### src/shared/sbcwd_pkg.sv
// sbcwd_pkg: constants, modes and structs for the supervision block
package sbcwd_pkg;

  localparam int unsigned CLK_HZ        = 100_000_000;
  localparam int unsigned CYC_PER_US    = CLK_HZ / 1_000_000;
  localparam int unsigned CYC_PER_MS    = CLK_HZ / 1_000;

  // watchdog periods, ms, indexed by the two period select bits
  localparam int unsigned WD_P0_MS      = 10;
  localparam int unsigned WD_P1_MS      = 45;
  localparam int unsigned WD_P2_MS      = 100;
  localparam int unsigned WD_P3_MS      = 350;
  // supervision period before the host has configured the device, ms
  localparam int unsigned UNCONF_MS     = 350;
  // reset pulse width, ms
  localparam int unsigned RST_PULSE_MS  = 15;
  // stop wake-up interrupt pulse, us
  localparam int unsigned IRQ_PULSE_US  = 10;
  localparam int unsigned IRQ_PULSE_CYC = IRQ_PULSE_US * CYC_PER_US;
  // forced wake-up and cyclic sense timing, ms; switch on time, us
  localparam int unsigned FWU_MS        = 100;
  localparam int unsigned CYC_SENSE_MS  = 20;
  localparam int unsigned HS_ON_US      = 100;
  localparam int unsigned HS_ON_CYC     = HS_ON_US * CYC_PER_US;

  localparam int unsigned CNT_W         = 26;
  localparam int unsigned IRQ_W         = 11;
  localparam int unsigned WAKE_N        = 4;

  // mode control data values
  localparam logic [2:0] MC_NORMAL      = 3'h5;
  localparam logic [2:0] MC_STANDBY     = 3'h6;
  localparam logic [2:0] MC_STOP        = 3'h3;
  localparam logic [2:0] MC_SLEEP       = 3'h4;

  localparam logic       WIN_RESET      = 1'h1;

  typedef enum logic [2:0] {
    SBCWD_RESET   = 3'b000,
    SBCWD_NORMREQ = 3'b001,
    SBCWD_NORMAL  = 3'b010,
    SBCWD_STANDBY = 3'b011,
    SBCWD_STOP    = 3'b100,
    SBCWD_SLEEP   = 3'b101
  } sbcwd_mode_e;

  // timing_subregister contents
  typedef struct packed {
    logic       window_select_bit;
    logic       period_select_bit_hi;
    logic       period_select_bit_lo;
  } sbcwd_tim_s;

  // low_power_control_register contents
  typedef struct packed {
    logic       input_bias_from_switch;
    logic       timed_wakeup_enable;
    logic       can_wake_enable;
    logic       switch_auto_cycle;
  } sbcwd_lpc_s;

  // wakeup_register read view
  typedef struct packed {
    logic [3:0] wake_flags;
    logic [3:0] wake_levels;
    logic       can_wake_flag;
    logic       cs_wake_flag;
  } sbcwd_wur_s;

endpackage

### src/design/sbcwd_top.sv
// sbcwd_top: window/timeout watchdog, reset outputs and wake-up logic
`timescale 1ns/1ps

module sbcwd_top
  import sbcwd_pkg::*;
#(
  parameter int unsigned CYC_MS = CYC_PER_MS
) (
  // clock and reset
  input  wire logic               ref_clk,
  input  wire logic               rst_n,
  // decoded host writes
  input  wire logic               tim_wr,
  input  wire sbcwd_pkg::sbcwd_tim_s tim_wdata,
  input  wire logic               mode_wr,
  input  wire logic [2:0]         mode_wdata,
  input  wire logic               lpc_wr,
  input  wire sbcwd_pkg::sbcwd_lpc_s lpc_wdata,
  input  wire logic               sens_wr,
  input  wire logic [1:0]         sens_wdata,
  input  wire logic               wur_rd,
  // pins and monitors
  input  wire logic [3:0]         wake_inputs,
  input  wire logic               chip_select_n,
  input  wire logic               can_wake_event,
  input  wire logic               main_regulator_ok,
  // outputs
  output logic                    reset_out_n,
  output logic                    fault_indicator_out,
  output logic                    irq_out_n,
  output logic                    main_regulator_on,
  output logic                    high_side_switch,
  output sbcwd_pkg::sbcwd_wur_s   wakeup_register,
  output sbcwd_pkg::sbcwd_mode_e  mode_out
);

  localparam logic [CNT_W-1:0] RST_CYC   = CNT_W'(RST_PULSE_MS * CYC_MS);
  localparam logic [CNT_W-1:0] UNCONF_CYC = CNT_W'(UNCONF_MS * CYC_MS);
  localparam logic [CNT_W-1:0] FWU_CYC   = CNT_W'(FWU_MS * CYC_MS);
  localparam logic [CNT_W-1:0] CS_CYC    = CNT_W'(CYC_SENSE_MS * CYC_MS);

  function automatic logic [CNT_W-1:0] period_cyc(input logic [1:0] sel);
    unique case (sel)
      2'b00: period_cyc = CNT_W'(WD_P0_MS * CYC_MS);
      2'b01: period_cyc = CNT_W'(WD_P1_MS * CYC_MS);
      2'b10: period_cyc = CNT_W'(WD_P2_MS * CYC_MS);
      2'b11: period_cyc = CNT_W'(WD_P3_MS * CYC_MS);
    endcase
  endfunction

  sbcwd_mode_e      mode_reg;
  sbcwd_tim_s       tim_reg;
  sbcwd_lpc_s       lpc_reg;
  logic [1:0]       sens_reg;
  logic [CNT_W-1:0] wd_cnt_reg;
  logic [CNT_W-1:0] rst_cnt_reg;
  logic [CNT_W-1:0] lp_cnt_reg;
  logic [IRQ_W-1:0] irq_cnt_reg;
  logic             configured_reg;
  logic             fault_reg;
  logic             cs_prev_reg;
  logic             was_stop_reg;
  logic [3:0]       wflag_reg;
  logic             canf_reg;
  logic             csf_reg;
  logic             hs_reg;
  logic             reset_n_reg;

  // ----------------------------------------------------------------
  // watchdog
  // ----------------------------------------------------------------
  logic             wd_active;
  logic [CNT_W-1:0] wd_period;
  logic             closed_hit;
  logic             wd_expire;
  logic             wd_fail;
  logic             in_low_power;

  assign in_low_power = (mode_reg == SBCWD_STOP) || (mode_reg == SBCWD_SLEEP);
  assign wd_active  = (mode_reg == SBCWD_NORMAL) || (mode_reg == SBCWD_STANDBY) ||
                      (mode_reg == SBCWD_NORMREQ);
  assign wd_period  = (mode_reg == SBCWD_NORMREQ) ? UNCONF_CYC :
                      period_cyc({tim_reg.period_select_bit_hi, tim_reg.period_select_bit_lo});
  // closed interval is the first half of the period
  assign closed_hit = tim_wr && tim_reg.window_select_bit && (mode_reg != SBCWD_NORMREQ) &&
                      (mode_reg != SBCWD_STOP) && (wd_cnt_reg < (wd_period >> 1));
  assign wd_expire  = wd_active && !tim_wr && (wd_cnt_reg >= wd_period - 1'b1);
  assign wd_fail    = wd_active && (closed_hit || wd_expire);

  always_ff @(posedge ref_clk) begin
    if (!rst_n) begin
      tim_reg <= '{window_select_bit: WIN_RESET, default: 1'b0};
    end else if (tim_wr) begin
      tim_reg <= tim_wdata;
    end
  end

  always_ff @(posedge ref_clk) begin
    if (!rst_n || !wd_active || wd_fail || tim_wr) begin
      wd_cnt_reg <= '0;
    end else begin
      wd_cnt_reg <= wd_cnt_reg + 1'b1;
    end
  end

  // every pass through reset or low power must be confirmed by a fresh service
  always_ff @(posedge ref_clk) begin
    if (!rst_n || mode_reg == SBCWD_RESET || in_low_power) begin
      configured_reg <= 1'b0;
    end else if (tim_wr && !closed_hit) begin
      configured_reg <= 1'b1;
    end
  end

  // ----------------------------------------------------------------
  // operating mode
  // ----------------------------------------------------------------
  logic wake_any;
  logic cs_rise;
  logic [3:0] lvl_match;
  logic direct_en;
  logic cyclic_en;

  assign cs_rise   = chip_select_n && !cs_prev_reg;
  assign direct_en = !lpc_reg.input_bias_from_switch && !lpc_reg.switch_auto_cycle;
  assign cyclic_en = lpc_reg.input_bias_from_switch && lpc_reg.switch_auto_cycle;
  assign lvl_match = {{2{sens_reg[1]}}, {2{sens_reg[0]}}} ~^ wake_inputs;
  assign wake_any  = in_low_power && ((|wflag_reg) || (|(lvl_match & {4{direct_en || hs_reg}})) ||
                     (lpc_reg.can_wake_enable && can_wake_event) || cs_rise ||
                     (lpc_reg.timed_wakeup_enable && !cyclic_en && lp_cnt_reg >= FWU_CYC));

  always_ff @(posedge ref_clk) begin
    if (!rst_n) begin
      mode_reg <= SBCWD_RESET;
    end else if (!main_regulator_ok && mode_reg != SBCWD_SLEEP) begin
      mode_reg <= SBCWD_RESET;
    end else if (wd_fail) begin
      mode_reg <= SBCWD_RESET;
    end else if (wake_any) begin
      mode_reg <= (mode_reg == SBCWD_SLEEP) ? SBCWD_RESET : SBCWD_NORMREQ;
    end else if (mode_reg == SBCWD_RESET) begin
      if (rst_cnt_reg >= RST_CYC - 1'b1) begin
        mode_reg <= SBCWD_NORMREQ;
      end
    end else if (mode_reg == SBCWD_NORMREQ && configured_reg) begin
      mode_reg <= SBCWD_NORMAL;
    end else if (mode_wr && !in_low_power) begin
      unique case (mode_wdata)
        MC_NORMAL:  mode_reg <= SBCWD_NORMAL;
        MC_STANDBY: mode_reg <= SBCWD_STANDBY;
        MC_STOP:    mode_reg <= SBCWD_STOP;
        MC_SLEEP:   mode_reg <= SBCWD_SLEEP;
        default:    mode_reg <= mode_reg;
      endcase
    end
  end

  always_ff @(posedge ref_clk) begin
    if (!rst_n || mode_reg != SBCWD_RESET || !main_regulator_ok) begin
      rst_cnt_reg <= '0;
    end else begin
      rst_cnt_reg <= rst_cnt_reg + 1'b1;
    end
  end

  // ----------------------------------------------------------------
  // wake-up configuration, sensing and recording
  // ----------------------------------------------------------------
  always_ff @(posedge ref_clk) begin
    if (!rst_n) begin
      lpc_reg  <= '0;
      sens_reg <= '0;
    end else begin
      // writes only taken outside low power, as the host is expected to do
      if (lpc_wr && !in_low_power) begin
        lpc_reg <= lpc_wdata;
        if (lpc_wdata.timed_wakeup_enable && lpc_wdata.input_bias_from_switch &&
            lpc_wdata.switch_auto_cycle) begin
          lpc_reg.timed_wakeup_enable <= 1'b0;
        end
      end
      if (sens_wr && !in_low_power) begin
        sens_reg <= sens_wdata;
      end
    end
  end

  always_ff @(posedge ref_clk) begin
    if (!rst_n || !in_low_power) begin
      lp_cnt_reg <= '0;
      hs_reg     <= 1'b0;
    end else if (cyclic_en) begin
      lp_cnt_reg <= (lp_cnt_reg >= CS_CYC - 1'b1) ? '0 : lp_cnt_reg + 1'b1;
      hs_reg     <= (lp_cnt_reg < CNT_W'(HS_ON_CYC));
    end else begin
      lp_cnt_reg <= (lp_cnt_reg >= FWU_CYC) ? lp_cnt_reg : lp_cnt_reg + 1'b1;
      hs_reg     <= 1'b0;
    end
  end

  always_ff @(posedge ref_clk) begin
    if (!rst_n) begin
      cs_prev_reg <= 1'b1;
    end else begin
      cs_prev_reg <= chip_select_n;
    end
  end

  // source flags: a new event wins over the clear on read
  always_ff @(posedge ref_clk) begin
    if (!rst_n) begin
      wflag_reg <= '0;
      canf_reg  <= 1'b0;
      csf_reg   <= 1'b0;
    end else begin
      wflag_reg <= (wur_rd ? 4'h0 : wflag_reg) |
                   (in_low_power ? lvl_match & {4{direct_en || hs_reg}} : 4'h0);
      canf_reg  <= (wur_rd ? 1'b0 : canf_reg) |
                   (in_low_power && lpc_reg.can_wake_enable && can_wake_event);
      csf_reg   <= (wur_rd ? 1'b0 : csf_reg) | (in_low_power && cs_rise);
    end
  end

  // ----------------------------------------------------------------
  // outputs
  // ----------------------------------------------------------------
  always_ff @(posedge ref_clk) begin
    if (!rst_n) begin
      fault_reg <= 1'b0;
    end else if (wd_fail) begin
      fault_reg <= 1'b1;
    end else if (tim_wr && !closed_hit) begin
      fault_reg <= 1'b0;
    end
  end

  always_ff @(posedge ref_clk) begin
    if (!rst_n) begin
      was_stop_reg <= 1'b0;
      irq_cnt_reg  <= '0;
    end else begin
      was_stop_reg <= (mode_reg == SBCWD_STOP);
      if (was_stop_reg && mode_reg == SBCWD_NORMREQ) begin
        irq_cnt_reg <= IRQ_W'(IRQ_PULSE_CYC);
      end else if (irq_cnt_reg != '0) begin
        irq_cnt_reg <= irq_cnt_reg - 1'b1;
      end
    end
  end

  always_ff @(posedge ref_clk) begin
    if (!rst_n) begin
      reset_n_reg         <= 1'b0;
      fault_indicator_out <= 1'b0;
      irq_out_n           <= 1'b1;
      main_regulator_on   <= 1'b1;
      high_side_switch    <= 1'b0;
      wakeup_register     <= '0;
      mode_out            <= SBCWD_RESET;
    end else begin
      reset_n_reg         <= (mode_reg != SBCWD_RESET) && (mode_reg != SBCWD_SLEEP) && main_regulator_ok;
      fault_indicator_out <= !fault_reg;
      irq_out_n           <= (irq_cnt_reg == '0);
      main_regulator_on   <= (mode_reg != SBCWD_SLEEP);
      high_side_switch    <= hs_reg;
      wakeup_register     <= '{wake_flags: wflag_reg, wake_levels: wake_inputs,
                               can_wake_flag: canf_reg, cs_wake_flag: csf_reg};
      mode_out            <= mode_reg;
    end
  end

  assign reset_out_n = reset_n_reg;

  // ----------------------------------------------------------------
  // checks
  // ----------------------------------------------------------------
  property p_closed_reset;
    @(posedge ref_clk) disable iff (!rst_n)
      (wd_active && closed_hit) |=> ##1 !reset_out_n;
  endproperty
  a_closed_reset: assert property (p_closed_reset) else $error("closed service gave no reset");

  property p_fault_low;
    @(posedge ref_clk) disable iff (!rst_n)
      wd_fail |=> ##1 !fault_indicator_out;
  endproperty
  a_fault_low: assert property (p_fault_low) else $error("fault output did not fall");

  property p_uv_reset;
    @(posedge ref_clk) disable iff (!rst_n)
      (!main_regulator_ok && !fault_reg) |=> !reset_out_n && fault_indicator_out;
  endproperty
  a_uv_reset: assert property (p_uv_reset) else $error("undervoltage reset wrong");

  property p_no_wd_lp;
    @(posedge ref_clk) disable iff (!rst_n)
      in_low_power |=> wd_cnt_reg == '0;
  endproperty
  a_no_wd_lp: assert property (p_no_wd_lp) else $error("watchdog ran in low power");

  property p_stop_irq;
    @(posedge ref_clk) disable iff (!rst_n)
      (mode_reg == SBCWD_STOP && wake_any && !wd_fail && main_regulator_ok) |=> ##2 !irq_out_n;
  endproperty
  a_stop_irq: assert property (p_stop_irq) else $error("stop wake gave no interrupt");

  property p_sleep_reg;
    @(posedge ref_clk) disable iff (!rst_n)
      (mode_reg == SBCWD_SLEEP) |=> !main_regulator_on;
  endproperty
  a_sleep_reg: assert property (p_sleep_reg) else $error("regulator on in sleep");

  property p_exclusive;
    @(posedge ref_clk) disable iff (!rst_n)
      !(cyclic_en && lpc_reg.timed_wakeup_enable);
  endproperty
  a_exclusive: assert property (p_exclusive) else $error("cyclic and timed wake both on");

  property p_window_rst;
    @(posedge ref_clk)
      !rst_n |=> tim_reg.window_select_bit;
  endproperty
  a_window_rst: assert property (p_window_rst) else $error("window not default");

  property p_levels;
    @(posedge ref_clk) disable iff (!rst_n)
      ##1 wakeup_register.wake_levels == $past(wake_inputs);
  endproperty
  a_levels: assert property (p_levels) else $error("wake levels not shown");

endmodule

### config.mk
export PLATFORM = sky130hd
export DESIGN_NAME = sbcwd_top
export DESIGN_NICKNAME = d
export VERILOG_FILES = /design/src/shared/sbcwd_pkg.sv /design/src/design/sbcwd_top.sv
export SDC_FILE = /design/constraint.sdc
export NUM_CORES = 1
export LEC_CHECK = 0
export BUFFER_PORTS_ARGS = -buffer_cell sky130_fd_sc_hd__buf_2
export CAP_MARGIN = 20
export CORE_ASPECT_RATIO = 0.5
export CORE_UTILIZATION = 25
export CTS_CLUSTER_SIZE = 20
export DETAILED_ROUTE_END_ITERATION = 8
export RECOVER_POWER = 50
export SLEW_MARGIN = 20
export SYNTH_ARGS = -nofsm -noshare
export SYNTH_HDL_FRONTEND = slang
export SYNTH_SLANG_ARGS = --single-unit
### constraint.sdc
create_clock -name ref_clk -period 3.1 [get_ports ref_clk]
set_input_delay 0.155 -clock ref_clk [delete_from_list [all_inputs] [get_ports ref_clk]]
set_output_delay 0.155 -clock ref_clk [all_outputs]
set_load 0.1 [all_outputs]
* Yosys cells after proc, flatten, opt, wreduce, memory -nomap -nowiden
Cells that the tools add are included.
Storage, ports and cells: register bits 130, input port bits 26, output and inout port bits 18, logic and storage cells 159
Operators by class: add/subtract/negate cells 5, $lt $le $gt $ge 6, equal/unequal tests 17, multiplexer cells 21, bitwise logic cells 7, reduce and logical (&&, ||, !) cells 71
Operator list (number):
- $mux W26 | 4
- $pmux W26 S4 | 1
- $add A26 B1 Y26 const B | 3
- $ge A26 B21 Y1 const B | 2
- $logic_and A1 B1 Y1 | 28
- $ge A26 B24 Y1 const B | 1
- $ge A26 B26 Y1 | 1
- $lt A26 B14 Y1 const B | 1
- $lt A26 B25 Y1 | 1
- $sub A26 B1 Y26 const B | 1
- $mux W10 | 2
- $logic_or A1 B1 Y1 | 17
- $eq A3 B3 Y1 const B | 5
- $mux W3 | 5
- $pmux W3 S4 | 1
- $logic_not A1 Y1 | 11
- $logic_not A11 Y1 | 1
- $reduce_bool A11 Y1 | 1
- $sub A11 B1 Y11 const B | 1
- $eq A3 B2 Y1 const B | 3
- $mux W4 | 2
- $reduce_or A4 Y1 | 2
- $reduce_bool A7 Y1 | 1
- $mux W1 | 6
- 20 further kinds | 26

* Longest topological paths before layout
Gate-level depths: netlist of the first run.
word-level depth 12, mapped depth 15

* Least setup slack after synthesis of the first run
OpenSTA, ideal clock, no wires.
kind register to register, start point register tim_reg[0] (netlist bit), end point register wd_cnt_reg[10], setup time 0.065 ns, data arrival time 3.156 ns, setup slack -0.121 ns, cell stages (with the launch flop) 14, path buffers 1, period minus slack after synthesis 3.221 ns, path through dfxtp_1 -> inv_1 -> ha_1 -> nor3_1 -> xor2_1 -> ha_1 -> or3_1 -> a41o_1 -> a31oi_1 -> o211ai_1 -> a2111oi_4 -> nand4_4 -> buf_6 -> nor2_1
On the way: cells in the longest elaborated chain, start to end 10
RTL lines:
- start: declaration | RTL line sbcwd_top.sv:52 | sbcwd_tim_s tim_reg;
- start signal: assignment | RTL line sbcwd_top.sv:94 | tim_reg <= tim_wdata;
- $eq A2 B2 Y1 (tied with other cells) | RTL line sbcwd_top.sv:43 | unique case (sel)
- $pmux W26 S4 (*) | RTL line sbcwd_top.sv:43
- $mux W26 (*) | RTL line sbcwd_top.sv:82 | assign wd_period = (mode_reg == SBCWD_NORMREQ) ? UNCONF_CYC :
- $sub A26 B1 Y26 | RTL line sbcwd_top.sv:87 | assign wd_expire = wd_active && !tim_wr && (wd_cnt_reg >= wd_period - 1'b1);
- $ge A26 B26 Y1 | RTL line sbcwd_top.sv:87
- $logic_and A1 B1 Y1 | RTL line sbcwd_top.sv:87
- $logic_or A1 B1 Y1 (*) | RTL line sbcwd_top.sv:88 | assign wd_fail = wd_active && (closed_hit || wd_expire);
- $logic_and A1 B1 Y1 (*) | RTL line sbcwd_top.sv:88
- $logic_or A1 B1 Y1 (*) (2 in a row) | RTL line sbcwd_top.sv:99 | if (!rst_n || !wd_active || wd_fail || tim_wr) begin
- end signal: assignment | RTL line sbcwd_top.sv:102 | wd_cnt_reg <= wd_cnt_reg + 1'b1;
- end: declaration | RTL line sbcwd_top.sv:55 | logic [CNT_W-1:0] wd_cnt_reg;
Every way passes the cells marked *; elsewhere a longest branch is shown, timed or not. The select of a mux whose other input is x is not followed. A chain may end at the register's enable or synchronous reset.

* Worst setup path after layout of the first run
start point register mode_reg[1], end point register wd_cnt_reg[0]
On the way: cells in the longest elaborated chain, start to end 9
RTL lines:
- start: declaration | RTL line sbcwd_top.sv:51 | sbcwd_mode_e mode_reg;
- start signal: assignment | RTL line sbcwd_top.sv:140 | mode_reg <= (mode_reg == SBCWD_SLEEP) ? SBCWD_RESET : SBCWD_NORMREQ;
- start signal: assignment | RTL line sbcwd_top.sv:153 | default: mode_reg <= mode_reg;
- $eq A3 B1 Y1 / $eq A3 B2 Y1 (equally long branches) | RTL line sbcwd_top.sv:81, sbcwd_top.sv:82, sbcwd_top.sv:80
- $mux W26 / $logic_or A1 B1 Y1 (equally long branches) | RTL line sbcwd_top.sv:82, sbcwd_top.sv:80
- $sub A26 B1 Y26 / $logic_or A1 B1 Y1 (equally long branches) | RTL line sbcwd_top.sv:87, sbcwd_top.sv:80
- $ge A26 B26 Y1 / $logic_and A1 B1 Y1 (equally long branches) | RTL line sbcwd_top.sv:87
- $logic_and A1 B1 Y1 | RTL line sbcwd_top.sv:87
- $logic_or A1 B1 Y1 | RTL line sbcwd_top.sv:88
- $logic_and A1 B1 Y1 | RTL line sbcwd_top.sv:88
- $logic_or A1 B1 Y1 (*) (2 in a row) | RTL line sbcwd_top.sv:99
Every way passes the cells marked *; elsewhere a longest branch is shown, timed or not.

==> results of run 1 <==
==> final cells by class <==
class | count | area, µm² | area share (%)
Clock inverter | 15 | 184 | 2.26
Timing Repair Buffer | 79 | 488 | 5.98
Inverter | 31 | 116 | 1.43
Sequential cell | 130 | 2610 | 32.0
Clock buffer | 17 | 425 | 5.22
Tap cell | 344 | 430 | 5.28
Multi-Input combinational cell | 588 | 3900 | 47.8
==> layer usage <==
metal  share of wire [%]  vias to the layer above  track usage (%)
li1                    -                     2839                -
met1                  46                     2629             14.0
met2                  48                      100             19.5
met3                 3.2                       26             2.59
met4                 2.3                        0             5.65
met5                   0                        -                0
==> metrics by stage <==
| step | total power (µW) | utilization, % | instances | hold slack, ps | area [µm²] |
|---|---|---|---|---|---|
| finish | 4370 | 32.0 | 1204 | 21.7 | 8150 |
| global route | 4560 | 32.0 | 1204 | 20.1 | 8150 |
| floorplan | 2190 | - | 767 | 251 | 6580 |
| detailed placement | 2310 | 28.6 | 1154 | 373 | 7280 |
| CTS | 4400 | 31.6 | 1200 | 7.29 | 8070 |
| global placement | 2300 | 28.6 | 1154 | 355 | 7280 |
==> worst max-delay path, cell delays in order (launching register included) <==
cell and delay (ps):
dfxtp_2 330, or3b_4 440, nand2_4 90, nor2_2 40, xor2_1 150, ha_2 190, or3_1 300, a41o_1 200
a31oi_1 130, o211ai_1 160, a2111oi_4 340, buf_6 200, nand4_4 220, nor2_1 180
==> cell usage after synthesis, types with 5 or more instances <==
cell type	n
nor2b_1	9
and3_1	13
ha_1	39
clkbuf_1	17
xor2_1	44
nand4_1	23
nor4_1	12
a211oi_1	8
a31oi_1	6
nand3_1	41
and2_1	12
nor3_1	24
a21oi_1	12
a21o_1	8
nand2_1	67
nor2_1	125
o21ai_0	15
inv_1	31
a21boi_0	13
o211ai_1	5
xnor2_1	42
dfxtp_1	130
==> what timing repair did <==
| action | in CTS | in global routing |
|---|---|---|
| hold buffers | 11 | 0 |
| setup buffers | 2 | 2 |
| pin swaps | 15 | 16 |
| endpoints found under the setup margin | 31 | 31 |
| gates cloned | 1 | 2 |
| endpoints found under the hold margin | 12 | 0 |
| gates resized for setup | 11 | 21 |
==> power breakdown <==
| group | switching (µW) | internal (µW) | total [µW] | leakage [µW] |
|---|---|---|---|---|
| clock | 791 | 1270 | 2060 | 0.000295 |
| sequential | 47.5 | 1730 | 1780 | 0.00106 |
| combinational | 309 | 215 | 524 | 0.00166 |
| total | 1150 | 3220 | 4370 | 0.00301 |
==> final timing paths <==
path	cells past startpoint	start	slack, ps	to
worst max-delay path	13	mode_reg[1]	50	wd_cnt_reg[0]
worst min register to register	2	canf_reg	450	wakeup_register[1]
worst min-delay path	3	lpc_wdata[3]	20	lpc_reg[3]
worst max register to register	13	mode_reg[1]	50	wd_cnt_reg[0]
==> cell families after synthesis <==
logic type / Yosys count / synth area share, %
compound gates: 105 / 11.7
xor+xnor: 86 / 11.5
fa+ha+maj: 40 / 7.58
buf+inv: 52 / 3.33
flops: 130 / 39.6
mux: 5 / 0.781
simple gates: 349 / 25.5
==> summary.txt, run 1 <==
Worst Setup End Kind: register
Worst VDD drop: 0.374 mV
Nets: 912
Distinct cells, synth: 62
RSZ-0062 raised after global routing: yes
Worst-path clk slew: 60 ps
Seq/Total Area, Yosys: 39.6%
First-pass GRT wire length: 25.1 mm
Fill cells: 2593
Synth area leader: dfxtp_1
Placer congestion estimate: 0.925
Clock sinks: 130
FF+latch count, synth: 130
Area grow syn2layout: 24.1%
Routed wire length per instance: 13.0 µm
Port bufs: 43
Period utilisation layout: 98.3%
Syn avg cell area: 8.57 µm²
Worst-skew pair later-pin latency: 420 ps
Critical Path RT: 3440 ps
Result of the run: finished clean
Achievable Freq: 328 MHz
PwrDens: 535 mW/mm²
Commonest non-fill, non-tap cell in the layout: dfxtp_1
Startpoint types: register
# H-tree levels: 4
Leading cell types in the layout, fill and taps excluded: 126 x dfxtp_1, 119 x nor2_1, 66 x nand2_1
Via count: 5594
Setup TNS: 0 ps
Number of global-route vias before repair: 5232
Die H: 117 µm
Starting Density: 25.8%
Synth top area share: 39.6%
Main flop type after synthesis: dfxtp_1
EDFF count, synth: 0
Critical setup path kind: register to register
YS warnings: 0
DIE AREA: 0.0270 mm²
Mapped Nets: 832
Max FO, Critical Path: 7
Total wire length: 15.6 mm
DRT iter0 DRCs: 299
Synth Instances: 767
Die width: 231 µm
Final number of setup-violating endpoints: 0
Fin. Hold Viols: 0
Core Area: 0.0255 mm²
Worst Skew: 8.91 ps
Synth top area cells: dfxtp_1 40%, ha_1 7.4%, nor2_1 7.1%, xor2_1 5.9%, xnor2_1 5.6%
Diode count: 0
Arrival @ worst endpoint: 3390 ps
Post-route ant nets: 0
Largest net degree at the start of global routing: 41
Worst-margin pin slew: 1230 ps
IO Pins: 44
CTS tree: built
Cell Area, Synth: 0.00657 mm²
Initial antenna violation count: 0
Root Buffer: clkbuf_16
Row count: 41
GR Overflow Total: 0
Max cap viols: 0
Max clock buf depth: 2
TritonRoute pass-1 iters: 5
Shortest period the worst path allows: 3050 ps
Share of cells above drive strength 1: 13.0%
Place WS: -210 ps
Post-synth ARST share: 0%
DPL Wire Length: 10.5 mm
Total Routing Usage GR: 11.5%
DRC: 0
Vias per cell: 4.65
Hold WC Path Type: input pin to register
Leakage: 0.00301 µW
Pins over their slew limit: 0
Setup WS post-layout: 51.5 ps
TritonCTS Buffers: 17
Rel. slew slack: 18.1%
(Power assumes the default switching activity.)
==> run 2, diff against run 1 <==
- clock period: 3.1 -> 3.7 ns (I/O delays scaled with it)
==> run 2 against run 1 <==
Compared with the run above:
- clock-buffer cell count increased by 2
- sequential share of layout area up 0.96 points
- global-route usage is 0.47 points lower
- critical path depth grew 1
- design area fell by 3.2%
- clock skew fell by 1.8 ps
- die area stayed put
- the run now ends with max-capacitance violations, max-slew violations left
- largest power group unchanged
- via count is 1.4% lower
- maximum frequency is 14% lower
- register-to-register slack improved by 120 ps
==> summary.txt, run 2 (synthesis results as in run 1) <==
Result of the run: complete, but fails checks
Violated checks: max-capacitance violations, max-slew violations
Leading cell types in the layout, fill and taps excluded: 130 x dfxtp_1, 125 x nor2_1, 67 x nand2_1
Finished Layout Cells: 1181
Worst Skew: 7.10 ps
Hold WC Path Type: input pin to register
Critical setup path kind: register to register
Period utilisation layout: 95.4%
Final number of setup-violating endpoints: 0
TritonCTS Buffers: 17
Share of cells above drive strength 1: 9.08%
Root Buffer: clkbuf_16
GR Layer Usage met2: 18.3%
CTS tree: built
Fill cells: 2603
Max FO, Critical Path: 13
Vias per cell: 4.67
Area grow syn2layout: 20.1%
Post-route ant nets: 0
Row count: 41
Fin. Hold Viols: 0
Worst-margin pin slew: 1510 ps
Via count: 5515
Crit Reg-Reg Endpoint: wd_cnt_reg[24]
Max clock buf depth: 2
Total wire length: 14.9 mm
Die width: 231 µm
TritonRoute pass-1 iters: 5
IO Pins: 44
Leakage: 0.00295 µW
Arrival @ worst endpoint: 3870 ps
Number of global-route vias before repair: 5122
Reg2Reg Depth: 14
Largest net degree at the start of global routing: 42
First-pass GRT wire length: 24.0 mm
PwrDens: 477 mW/mm²
Setup TNS: 0 ps
Port bufs: 43
Commonest non-fill, non-tap cell in the layout: dfxtp_1
GR Overflow Total: 0
Worst Setup End Kind: register
Nets: 889
Shortest period the worst path allows: 3530 ps
# H-tree levels: 4
Reg-to-reg slack, setup: 170 ps
Rel. slew slack: -0.839%
Startpoint types: register
Achievable Freq: 283 MHz
Met1 Use GR: 13.3%
Starting Density: 25.8%
Met3 Use GR: 2.71%
DRT iter0 DRCs: 269
Die H: 117 µm
Clock sinks: 130
Reg-to-reg critical path startpoint: tim_reg[0]
Worst-skew pair later-pin latency: 420 ps
Max cap viols: 1
Pins over their slew limit: 42
Hold depth: 2
Min-delay src: wake_inputs[0]
Worst VDD drop: 0.352 mV
Routed wire length per instance: 12.6 µm
Worst-path clk slew: 60 ps
Total Routing Usage GR: 11.0%
Diode count: 0
Initial antenna violation count: 0
GR peak layer: met2
Core Area: 0.0255 mm²
Min-Delay Endpoint: wakeup_register[2]
Placed Instances: 1142
Critical Path RT: 4040 ps
Placer congestion estimate: 0.855
DIE AREA: 0.0270 mm²
DRC: 0
DPL Wire Length: 10.5 mm
==> run 2: changes by cell type in the layout (fill, tap and decap cells not counted), sizes merged <==
cell / delta
clkbuf: -2
inv: -1
bufinv: +2
buf: -11
clkinv: -3
dlygate4sd3: -6
nand4: -2
==> run 2: routing by layer <==
layer,vias up,wire (µm)
li1,2790,-
met1,2603,6980
met2,87,6930
met3,35,461
met4,0,479
met5,-,0
==> run 2: worst max-delay path, cell delays in order, from the launching register on <==
cell,delay (ps)
dfxtp_1,430
inv_1,100
ha_1,430
nand2_1,170
nor2_1,150
xor2_1,100
ha_1,210
or3_1,310
a41o_1,200
a31oi_1,150
o211ai_1,180
a2111oi_4,310
buf_4,210
nand4_4,280
nor2_1,220
==> run 2: power breakdown <==
| part | internal, µW | total [µW] | switching [µW] |
|---|---|---|---|
| Clock | 1230 | 1860 | 631 |
| Combinational | 163 | 416 | 253 |
| Sequential | 1450 | 1490 | 39.5 |
==> run 2: repair_timing <==
action	CTS	global route
buffers inserted	0	1
endpoints found under the hold margin	6	0
endpoints found under the setup margin	0	28
gates resized for setup	0	1
hold buffers	5	0
==> run 2: worst max path at each step <==
stage / from / slack, ps / depth (start not counted) / to
after CTS: tim_reg[0] / 2 / 13 / wd_cnt_reg[11]
after global placement: tim_reg[0] / 290 / 13 / wd_cnt_reg[6]
after floorplan: tim_reg[0] / 480 / 13 / wd_cnt_reg[10]
after global routing: tim_reg[0] / -0.1 / 14 / wd_cnt_reg[24]
after detailed placement: tim_reg[0] / 80 / 13 / wd_cnt_reg[22]
final: tim_reg[0] / 170 / 14 / wd_cnt_reg[24]
==> run 2: metrics by stage <==
stage | hold WS, ps | area (µm²) | utilization [%] | setup slack (ps) | power, µW
after CTS | 0.298 | 7890 | 31.0 | 1.66 | 3800
final | 17.4 | 7890 | 31.0 | 171 | 3770
after global routing | 31.9 | 7890 | 31.0 | -0.148 | 3920
after detailed placement | 397 | 7180 | 28.2 | 82.2 | 1930
after floorplan | 281 | 6570 | - | 479 | 1840
after global placement | 383 | 7180 | 28.2 | 286 | 1910
==> run 2: final cells by class <==
class                      count  area (µm²)  share of cell area, %
tap                          344         430                   5.45
timing repair buffer          58         314                   3.98
multi-input combinational    586        3770                   47.8
inverter                      31         116                   1.47
clock buffer                  19         453                   5.74
sequential                   130        2600                   33.0
clock inverter                13         206                   2.62
==> run 3, diff against run 2 <==
- MAX_ROUTING_LAYER: default -> met4
==> run 3 against run 2 <==
Compared with the run above:
- the run now ends clean
- utilization fell by 0.19 points
- largest cell class unchanged
- sequential power barely moved
- non-clock buffer count is 1 higher
- first-iteration DRC count decreased by 26%
- hold slack got worse by 3.5 ps
- highest routed layer unchanged
- total power fell by 4.1%
- via count is 0.51% lower
- die area unchanged
- global-route usage grew 0.15 points
- clock skew up 0.67 ps
==> summary.txt, run 3 (synthesis results as in run 1) <==
Area grow syn2layout: 19.4%
Total wire length: 14.4 mm
Post-route ant nets: 0
Port bufs: 43
Worst Setup End Kind: register
Critical-path top delay cell: dfxtp_1
Power Internal: 2680 µW
Row count: 41
NetSw: 934 µW
DIE AREA: 0.0270 mm²
End-of-flow core utilization: 30.8%
Final number of setup-violating endpoints: 0
Routed wire length per instance: 12.2 µm
Setup WS post-layout: 174 ps
Leading cell types in the layout, fill and taps excluded: 130 x dfxtp_1, 125 x nor2_1, 67 x nand2_1
Shortest period the worst path allows: 3530 ps
Worst Skew: 7.76 ps
# H-tree levels: 4
Max layer used: met4
Period utilisation layout: 95.3%
Leakage: 0.00292 µW
Largest net degree at the start of global routing: 42
Number of global-route vias before repair: 5187
Worst-margin pin slew: 1430 ps
Critical setup path kind: register to register
Place WS: 93.5 ps
Final Total Pwr: 3610 µW
Rel. slew slack: 4.60%
PwrDens: 460 mW/mm²
CP most frequent cell: nor2_1
Wire length on met1: 6.75 mm
Nets: 890
Initial antenna violation count: 0
TritonRoute pass-1 iters: 4
Starting Density: 25.8%
DPL Wire Length: 10.4 mm
Die width: 231 µm
Combinational Power Share: 11.3%
Worst-path clk slew: 60 ps
Placed inst area: 0.00718 mm²
Via count: 5487
Result of the run: finished clean
Max stage delay on crit path: 430 ps
Max clock buf depth: 2
Startpoint types: register
Vias per cell: 4.64
DRC: 0
Core Area: 0.0255 mm²
Seq pwr share: 41.3%
Sw frac: 25.9%
Arrival @ worst endpoint: 3870 ps
Pins over their slew limit: 0
IO Pins: 44
CTS tree: built
Root Buffer: clkbuf_16
Fin. Hold Viols: 0
Worst-path cell chain: inv_1 > ha_2 > nand2_1 > nor2_1 > xor2_1 > ha_1 > or3_1 > a41o_1 > a31oi_1 > o211ai_1 > a2111oi_4 > buf_4 > nand4_4 > nor2_1
Critical Path RT: 4050 ps
Worst VDD drop: 0.323 mV
Commonest non-fill, non-tap cell in the layout: dfxtp_1
Achievable Freq: 284 MHz
Clock sinks: 130
DRT iter0 DRCs: 198
Die H: 117 µm
Diode count: 0
Share of cells above drive strength 1: 9.31%
Wire length on met3: 525 µm
GR Overflow Total: 0
First-pass GRT wire length: 23.9 mm
TritonCTS Buffers: 17
Max cap viols: 0
Total Routing Usage GR: 11.2%
Max FO, Critical Path: 13
Clk network pwr share: 47.4%
Hold WC Path Type: input pin to register
Fin area: 0.00785 mm²
Placer congestion estimate: 0.881
Metal2 WL: 6.78 mm
Worst-skew pair later-pin latency: 420 ps
-- run 3: cell types whose count changed in the layout (fill, tap and decap cells not counted), sizes merged --
cell,delta
inv,+1
clkbuf,-2
clkinv,+4
clkinvlp,-1
dlygate4sd3,-1
buf,+2
bufinv,-2
-- run 3: timing repair --
item                       4_1_cts  5_1_grt
gates resized for setup          0        2
hold endpoints to repair         5        0
setup endpoints to repair        0       28
hold buffers                     4        0
buffers inserted                 0        3
-- run 3: worst paths after layout --
path | slack, ps | endpoint | from | depth (start not counted)
max | 170 | wd_cnt_reg[25] | tim_reg[0] | 14
min | 10 | tim_reg[2] | tim_wdata[2] | 3
max reg2reg | 170 | wd_cnt_reg[25] | tim_reg[0] | 14
min reg2reg | 440 | wakeup_register[0] | csf_reg | 2
-- run 3: area by class of cell --
class,instances,area [µm²]
timing repair buffer,59,319
inverter,31,116
fill,2607,17700
tap,344,430
multi-input combinational,586,3770
clock buffer,17,425
sequential,130,2600
clock inverter,15,183
-- run 3: worst max-delay path: cells and delay by family, from the launching register on --
family	cells	cell delay, ps
xor+xnor	1	100
compound gates	4	950
buf+inv	2	290
simple gates	5	1050
flops	1	430
fa+ha+maj	2	620
-- run 3: per-layer routing --
metal,vias up,GRT usage [%]
met3,31,2.12
met1,2559,13.3
met5,-,-
met2,102,18.2
met4,0,5.61
li1,2795,-
-- run 3: power groups by stage --
stage	clock [µW]	combinational [µW]	sequential, µW
6_report	1710	408	1490
5_1_grt	1800	461	1500
3_5_place_dp	0	405	1520
4_1_cts	1740	412	1490
3_3_place_gp	0	395	1520
2_1_floorplan	0	273	1560
-- run 3: through the flow --
step	instances	setup TNS (ps)	hold WS [ps]
2_1_floorplan	767	0	281
3_3_place_gp	1142	0	383
3_5_place_dp	1142	0	394
4_1_cts	1178	0	2.90
5_1_grt	1182	-2.25	24.9
6_report	1182	0	13.9
